**config.mk**
```make
export PLATFORM = sky130hd
export DESIGN_NAME = mem_io_bridge
export DESIGN_NICKNAME = d
export VERILOG_FILES = /design/src/mem_io_pkg.sv /design/src/mem_io_bridge.sv
export SDC_FILE = /design/constraint.sdc
export NUM_CORES = 1
export LEC_CHECK = 0
export BUFFER_PORTS_ARGS = -buffer_cell sky130_fd_sc_hd__buf_2
export CORE_UTILIZATION = 55
export DETAILED_ROUTE_END_ITERATION = 6
export PLACE_DENSITY = 0.8
export SYNTH_ARGS = -nofsm -noshare
export SYNTH_HDL_FRONTEND = slang
export SYNTH_SLANG_ARGS = --single-unit
```
**constraint.sdc**
```tcl
create_clock -name clk -period 4.2 [get_ports clk]
set_input_delay 0.42 -clock clk [delete_from_list [all_inputs] [get_ports clk]]
set_output_delay 0.42 -clock clk [all_outputs]
set_load 0.03 [all_outputs]
```
**src/mem_io_pkg.sv**
```systemverilog
// Package for the processor memory and I/O interface bridge.
// Assumes one 40 MHz clock and a one-cycle tick per processor clock period.
package mem_io_pkg;

  localparam int CLK_HZ = 40_000_000;
  localparam logic [3:0] NIBBLE_ZERO = 4'h0;
  localparam logic [3:0] CS_PROG_MEM = 4'hF;
  localparam logic [7:0] SEL_RESET = 8'h00;

  // Opcode nibbles of the I/O instruction group seen on the data bus.
  localparam logic [3:0] OP_IO_GROUP = 4'hE;
  localparam logic [3:0] OP_WRITE_PORT = 4'h2;
  localparam logic [3:0] OP_WRITE_PM = 4'h3;
  localparam logic [3:0] OP_READ_PM = 4'h9;
  localparam logic [3:0] OP_READ_PORT = 4'hA;

  typedef enum {
    ST_A1, ST_A2, ST_A3, ST_M1, ST_M2, ST_X1, ST_X2, ST_X3
  } cycle_state_t;

  typedef enum {
    INS_OTHER, INS_WRITE_PORT, INS_READ_PORT, INS_WRITE_PM, INS_READ_PM
  } instr_kind_t;

  typedef struct packed {
    logic [3:0] chip_sel;
    logic [7:0] addr;
  } mem_addr_t;

endpackage : mem_io_pkg

```
**src/mem_io_bridge.sv**
```systemverilog
// Bridge between a 4-bit multiplexed processor bus, byte-wide program memory and I/O ports.
// Assumes all inputs are synchronous to clk and that state_tick pulses once per
// processor clock period, with sync_n low in the period before address state 1.
`timescale 1ns/1ps

module mem_io_bridge (
  // Clock and reset
  input wire logic clk,
  input wire logic nrst,
  // Processor timing and control
  input wire logic state_tick,
  input wire logic sync_n,
  input wire logic command_line_n,
  // Processor data bus
  input wire logic [3:0] data_in,
  output logic [3:0] data_out,
  output logic data_oe_n,
  // Program memory
  output mem_io_pkg::mem_addr_t mem_addr,
  input wire logic [3:0] high_nibble_in,
  input wire logic [3:0] low_nibble_in,
  output logic prog_mem_strobe_n,
  output logic half_select_n,
  // I/O port
  input wire logic [3:0] io_in,
  output logic [3:0] io_out,
  output logic io_oe_n,
  output logic in_strobe_n,
  output logic out_strobe_n
);
  import mem_io_pkg::*;

  cycle_state_t state;
  instr_kind_t kind;
  logic [3:0] op_high;
  logic cmd_a3;
  logic cmd_m2;
  logic [7:0] sel_reg;
  logic half_sel;
  logic [3:0] port_data;
  logic pm_active;

  function automatic logic is_pm(input instr_kind_t k);
    is_pm = (k == INS_WRITE_PM) || (k == INS_READ_PM);
  endfunction : is_pm

  function automatic logic is_read(input instr_kind_t k);
    is_read = (k == INS_READ_PORT) || (k == INS_READ_PM);
  endfunction : is_read

  function automatic logic is_write(input instr_kind_t k);
    is_write = (k == INS_WRITE_PORT) || (k == INS_WRITE_PM);
  endfunction : is_write

  function automatic instr_kind_t decode(input logic [3:0] hi, input logic [3:0] lo);
    decode = INS_OTHER;
    if (hi == OP_IO_GROUP) begin
      case (lo)
        OP_WRITE_PORT: decode = INS_WRITE_PORT;
        OP_READ_PORT: decode = INS_READ_PORT;
        OP_WRITE_PM: decode = INS_WRITE_PM;
        OP_READ_PM: decode = INS_READ_PM;
        default: decode = INS_OTHER;
      endcase
    end
  endfunction : decode

  // Cycle sequencer; sync realigns it so a missed tick cannot skew later cycles.
  always_ff @(posedge clk or negedge nrst) begin
    if (!nrst) begin
      state <= ST_A1;
    end else if (state_tick) begin
      if (!sync_n) begin
        state <= ST_A1;
      end else begin
        case (state)
          ST_A1: state <= ST_A2;
          ST_A2: state <= ST_A3;
          ST_A3: state <= ST_M1;
          ST_M1: state <= ST_M2;
          ST_M2: state <= ST_X1;
          ST_X1: state <= ST_X2;
          ST_X2: state <= ST_X3;
          ST_X3: state <= ST_A1;
          default: state <= ST_A1;
        endcase
      end
    end
  end

  // Command sampling and instruction decode from the fetched nibbles.
  always_ff @(posedge clk or negedge nrst) begin
    if (!nrst) begin
      cmd_a3 <= 1'b0;
      cmd_m2 <= 1'b0;
      op_high <= NIBBLE_ZERO;
      kind <= INS_OTHER;
    end else if (state_tick) begin
      case (state)
        ST_A3: cmd_a3 <= !command_line_n;
        ST_M1: op_high <= data_in;
        ST_M2: begin
          cmd_m2 <= !command_line_n;
          // Only an instruction flagged by the command line is treated as I/O.
          kind <= command_line_n ? INS_OTHER : decode(op_high, data_in);
        end
        ST_X3: kind <= INS_OTHER;
        default: ;
      endcase
    end
  end

  // Select register, written only by an instruction outside the I/O group.
  always_ff @(posedge clk or negedge nrst) begin
    if (!nrst) begin
      sel_reg <= SEL_RESET;
    end else if (state_tick && !command_line_n && kind == INS_OTHER && !cmd_m2) begin
      if (state == ST_X2) begin
        sel_reg[7:4] <= data_in;
      end else if (state == ST_X3) begin
        sel_reg[3:0] <= data_in;
      end
    end
  end

  // Address and chip-select outputs.
  always_ff @(posedge clk or negedge nrst) begin
    if (!nrst) begin
      mem_addr <= '0;
    end else if (state_tick) begin
      case (state)
        ST_A1: mem_addr.addr[3:0] <= data_in;
        ST_A2: mem_addr.addr[7:4] <= data_in;
        ST_A3: mem_addr.chip_sel <= data_in;
        ST_M2: begin
          mem_addr.addr <= sel_reg;
          mem_addr.chip_sel <= (!command_line_n && is_pm(decode(op_high, data_in))) ?
                               CS_PROG_MEM : sel_reg[7:4];
        end
        default: ;
      endcase
    end
  end

  // Processor bus drive: fetch nibbles in M1/M2, read results in X2.
  always_ff @(posedge clk or negedge nrst) begin
    if (!nrst) begin
      data_out <= NIBBLE_ZERO;
      data_oe_n <= 1'b1;
    end else begin
      data_oe_n <= 1'b1;
      case (state)
        ST_M1: begin
          data_out <= high_nibble_in;
          data_oe_n <= !cmd_a3;
        end
        ST_M2: begin
          data_out <= low_nibble_in;
          data_oe_n <= !cmd_a3;
        end
        ST_X2: begin
          if (kind == INS_READ_PORT) begin
            data_out <= port_data;
            data_oe_n <= 1'b0;
          end else if (kind == INS_READ_PM) begin
            data_out <= half_sel ? high_nibble_in : low_nibble_in;
            data_oe_n <= 1'b0;
          end
        end
        default: ;
      endcase
    end
  end

  // Port data path: read data caught in X1, write data caught at the end of X2.
  always_ff @(posedge clk or negedge nrst) begin
    if (!nrst) begin
      port_data <= NIBBLE_ZERO;
      io_out <= NIBBLE_ZERO;
    end else if (state_tick) begin
      if (state == ST_X1 && kind == INS_READ_PORT) begin
        port_data <= io_in;
      end
      if (state == ST_X2 && is_write(kind)) begin
        io_out <= data_in;
      end
    end
  end

  // Port strobes and port buffer enable.
  always_ff @(posedge clk or negedge nrst) begin
    if (!nrst) begin
      in_strobe_n <= 1'b1;
      out_strobe_n <= 1'b1;
      io_oe_n <= 1'b1;
    end else begin
      in_strobe_n <= !(is_read(kind) && (state == ST_X1 || state == ST_X2));
      out_strobe_n <= !(is_write(kind) && state == ST_X3);
      io_oe_n <= !(is_write(kind) && state == ST_X3);
    end
  end

  // Program-memory strobe spans X1 through A1 of the following cycle.
  always_ff @(posedge clk or negedge nrst) begin
    if (!nrst) begin
      pm_active <= 1'b0;
    end else if (state_tick) begin
      if (state == ST_M2 && !command_line_n && is_pm(decode(op_high, data_in))) begin
        pm_active <= 1'b1;
      end else if (state == ST_A1) begin
        pm_active <= 1'b0;
      end
    end
  end

  assign prog_mem_strobe_n = !pm_active;

  // Half-byte flip-flop; an out-of-order mix of reads and writes is not corrected.
  always_ff @(posedge clk or negedge nrst) begin
    if (!nrst) begin
      half_sel <= 1'b0;
    end else if (state_tick && state == ST_X3 && is_pm(kind)) begin
      half_sel <= !half_sel;
    end
  end

  assign half_select_n = !half_sel;
endmodule : mem_io_bridge

```
==> impl.org <==
** Clock tree
- PostCTS Resize Cnt :: 0
- Buffers inserted to repair hold after CTS numbered 0.
- Counting the buffers created by CTS gives 5.
- TritonCTS built the clock tree.
- The H-tree generated during clock tree synthesis spans 2 levels.
- Clock network latency to the later pin of the worst-skew pair :: 0.29 ns
- Buffers added to address setup during post-CTS repair amount to 0.
- Master cell of the clock root buffer :: sky130_fd_sc_hd__clkbuf_8
- Clock-pin slew reported for the worst setup and hold paths after clock tree synthesis :: 0.09 ns
- CTS sink cnt :: 49
- Clock Tree Buf Depth :: 2

** Hold path
- Hold WC Path Type :: in2async

** Synthesis
- YS warnings :: 0
- Most numerous cell in the Yosys netlist :: sky130_fd_sc_hd__dfrtp_1
- Most used DFF post-synth :: sky130_fd_sc_hd__dfrtp_1
- Post-Synthesis Cells :: roughly 220
- Synthesis instantiated 38 different standard cells from the library.
- Cell types occupying the most area after synthesis :: sky130_fd_sc_hd__dfrtp_1, sky130_fd_sc_hd__mux2_1, sky130_fd_sc_hd__mux2i_1
- Post-synth ARST share :: 1.00
- Total standard cell area after synthesis :: 2370 µm²
- Cell accounting for the most synthesized area :: sky130_fd_sc_hd__dfrtp_1
- Most instantiated cells after synthesis :: sky130_fd_sc_hd__dfrtp_1, sky130_fd_sc_hd__nand2_1, sky130_fd_sc_hd__mux2_1, sky130_fd_sc_hd__o21ai_0, sky130_fd_sc_hd__o21ai_1
- Area share of the largest cell type after synthesis :: 0.485
- In this run the mean area of a mapped cell was around 11 µm².
- Counting every net in the synthesized netlist gives about 240.
- Yosys reg bits :: 49
- Of the synthesized area, sequential elements account for 0.518.
- Number of flops mapped to enable cells by yosys :: 0

** STA
- Crit share post-route :: 0.567
- Setup total negative slack on the finished layout was measured at 0 ns.
- The clock period could shrink to between 2 and 2.5 ns.
- Max Clk Rate :: 420 MHz
- Max-Slew Margin vs Limit :: 0.305
- The number of hold-slack violations in the final timing report came to 0.
- Across the routed clock network, the largest skew measured is approximately 0.007 ns.
- The number of pins exceeding their max-slew limit in the final report is 0.
- Worst-margin pin slew :: ~1.0 ns
- Setup repair after global routing missed its margin :: no
- Endpoints failing setup :: 0

** Die
- Initial cell density of the core :: 0.585
- Width of the die :: roughly 68 µm
- The core region is between 4000 and 5000 µm².
- Placement row count :: 23
- The die covers 4580 µm².
- For this design the top-level I/O count stands at 47.
- From bottom edge to top edge, the die measures between 60 and 70 µm.

** GRT
- Global-route wire length before repair :: 7670 µm
- Via count of the first global-routing pass :: roughly 1,600
- All-layer global routing usage :: 0.230
- Antenna violations before repair :: 0
- Maximum number of pins on one net before global-route repair :: 50
- After global routing the overflow that remains totals 0.

** Routing
- Vias/cell :: around 5.5
- After detailed routing, the total wire length is ~4700 µm.
- In this run the remaining antenna-violating nets after routing total 0.
- In the final routed layout, each cell accounts on average for 15.0 µm.
- After the first detailed-routing iteration, the DRC count stood at around 100.
- For this run, the detailed router's first-pass iteration total came to 4.
- After detailed routing, the number of remaining DRC violations is 0.
- Total number of vias :: approximately 1,700

** Critical path
- Along the worst path, the maximum fanout reaches 22.
- Data arrival time of the critical path :: 2.61 ns
- In this run the register-to-register setup slack is 1.82 ns.
- Path type of the worst setup path :: reg2reg
- The worst setup path is launched from a flip-flop.
- Worst Path Required :: between 4 and 5 ns
- Element type at the critical path end :: flip-flop

** Placement
- Detailed placement finished with a half-perimeter wire length of between 3000 and 4000 µm.
- Last weighted congestion value of the routability-driven placer :: 0.823
- The count of buffers added on input and output ports is 46.
- Cells after DPL :: around 300

** Power
- Dividing total power by cell area gives a power density of 483 nW/µm².
- Across the VDD grid, the largest voltage drop is 0.000241 V.
- The analysis attributes to cell leakage a power of 1.28 nW.

** Final layout
- Diodes inserted :: 0
- Count of non-filler cells in the finished layout :: 312
- Share of post-route cells with drive strength above 1 :: 0.263
- Flip-flop count of the largest register after layout :: 12
- At the end of the flow, the number of nets in the layout was ~290.
- Area grow syn2layout :: 13.8%

** Run
- Max-capacitance violation count :: 0

** Run status
- Status :: finished clean
## path summary, 6_finish.rpt
| kind | start | end | cells after the start |
|---|---|---|---|
| setup / recovery | state[2] | kind[0] | 4 |
| hold / removal | nrst | mem_addr[2] | 1 |
| setup reg to reg | state[2] | kind[0] | 4 |
| hold reg to reg | cmd_a3 | data_oe_n | 1 |
| max in group asynchronous | nrst | data_out[0] | 1 |
| min in group clk | io_in[2] | port_data[2] | 2 |
## power by group
group	total (mW)	leakage (nW)	switching, mW	internal [mW]
Clock	0.263	0.0450	0.147	0.116
Sequential	0.639	0.630	0.0612	0.578
Combinational	0.402	0.609	0.270	0.131
## through the flow
step | setup WS (ns) | utilization | power (mW) | hold WS, ns | instance area (µm²)
global route | 1.72 | 0.666 | 1.39 | 0.346 | 2700
floorplan | 2.40 | - | 0.923 | 0.124 | 2370
detailed placement | 1.89 | 0.645 | 1.05 | 0.421 | 2620
global placement | 1.97 | 0.645 | 1.04 | 0.418 | 2620
finish | 1.82 | 0.666 | 1.30 | 0.306 | 2700
CTS | 1.85 | 0.666 | 1.32 | 0.340 | 2700
## layout make-up
class / count / area (µm²)
Clock buffer: 6 / 72.6
Clock inverter: 2 / 10.0
Fill cell: 341 / 1360
Inverter: 7 / 26.3
Multi-Input combinational cell: 152 / 1070
Sequential cell: 49 / 1230
Tap cell: 50 / 62.6
Timing Repair Buffer: 46 / 230
## worst max-delay path: stages (launching register included)
cell and delay, ns:
sky130_fd_sc_hd__dfrtp_1 0.83, sky130_fd_sc_hd__and2_1 0.70, sky130_fd_sc_hd__nand2_1 0.24, sky130_fd_sc_hd__or3_4 0.44, sky130_fd_sc_hd__o21ai_2 0.11
## logic make-up (layout without fill, tap and decap cells)
logic type                 Yosys count  count (layout)  synth area share
muxes                               34              34             0.155
buffers and inverters               17              61            0.0311
DFF                                 49              49             0.518
and+or+nand+nor                     58              58             0.124
adders and majority gates            5               5            0.0264
AOI/OAI and AO/OA                   51              51             0.131
xor gates and xnor gates             4               4            0.0148
## layer usage
layer | up-vias | part of all wire | track usage
met1 | 812 | 0.49 | 0.324
met4 | 0 | 0.011 | 0.109
met2 | 55 | 0.45 | 0.338
met5 | - | 0 | 0
li1 | 854 | - | -
met3 | 4 | 0.045 | 0.0456
## layout by cell type, fill, tap and decap left out, types with 2 or more instances in the layout
master                     instances
sky130_fd_sc_hd__nor2_1            5
sky130_fd_sc_hd__inv_1             7
sky130_fd_sc_hd__xnor2_1           4
sky130_fd_sc_hd__o21ai_2           3
sky130_fd_sc_hd__o21ai_0          16
sky130_fd_sc_hd__o211ai_1          2
sky130_fd_sc_hd__mux2_2            6
sky130_fd_sc_hd__dfrtp_1          46
sky130_fd_sc_hd__clkbuf_8          5
sky130_fd_sc_hd__nand3_1           6
sky130_fd_sc_hd__a22oi_1           4
sky130_fd_sc_hd__mux2i_1          12
sky130_fd_sc_hd__mux2_1           16
sky130_fd_sc_hd__o21ai_1          16
sky130_fd_sc_hd__dfstp_2           3
sky130_fd_sc_hd__o22ai_1           4
sky130_fd_sc_hd__ha_1              5
sky130_fd_sc_hd__nor2b_1           4
sky130_fd_sc_hd__clkinv_2          2
sky130_fd_sc_hd__nand2_1          31
sky130_fd_sc_hd__nand4_1           2
sky130_fd_sc_hd__buf_2            46
(Power assumes the default switching activity.)
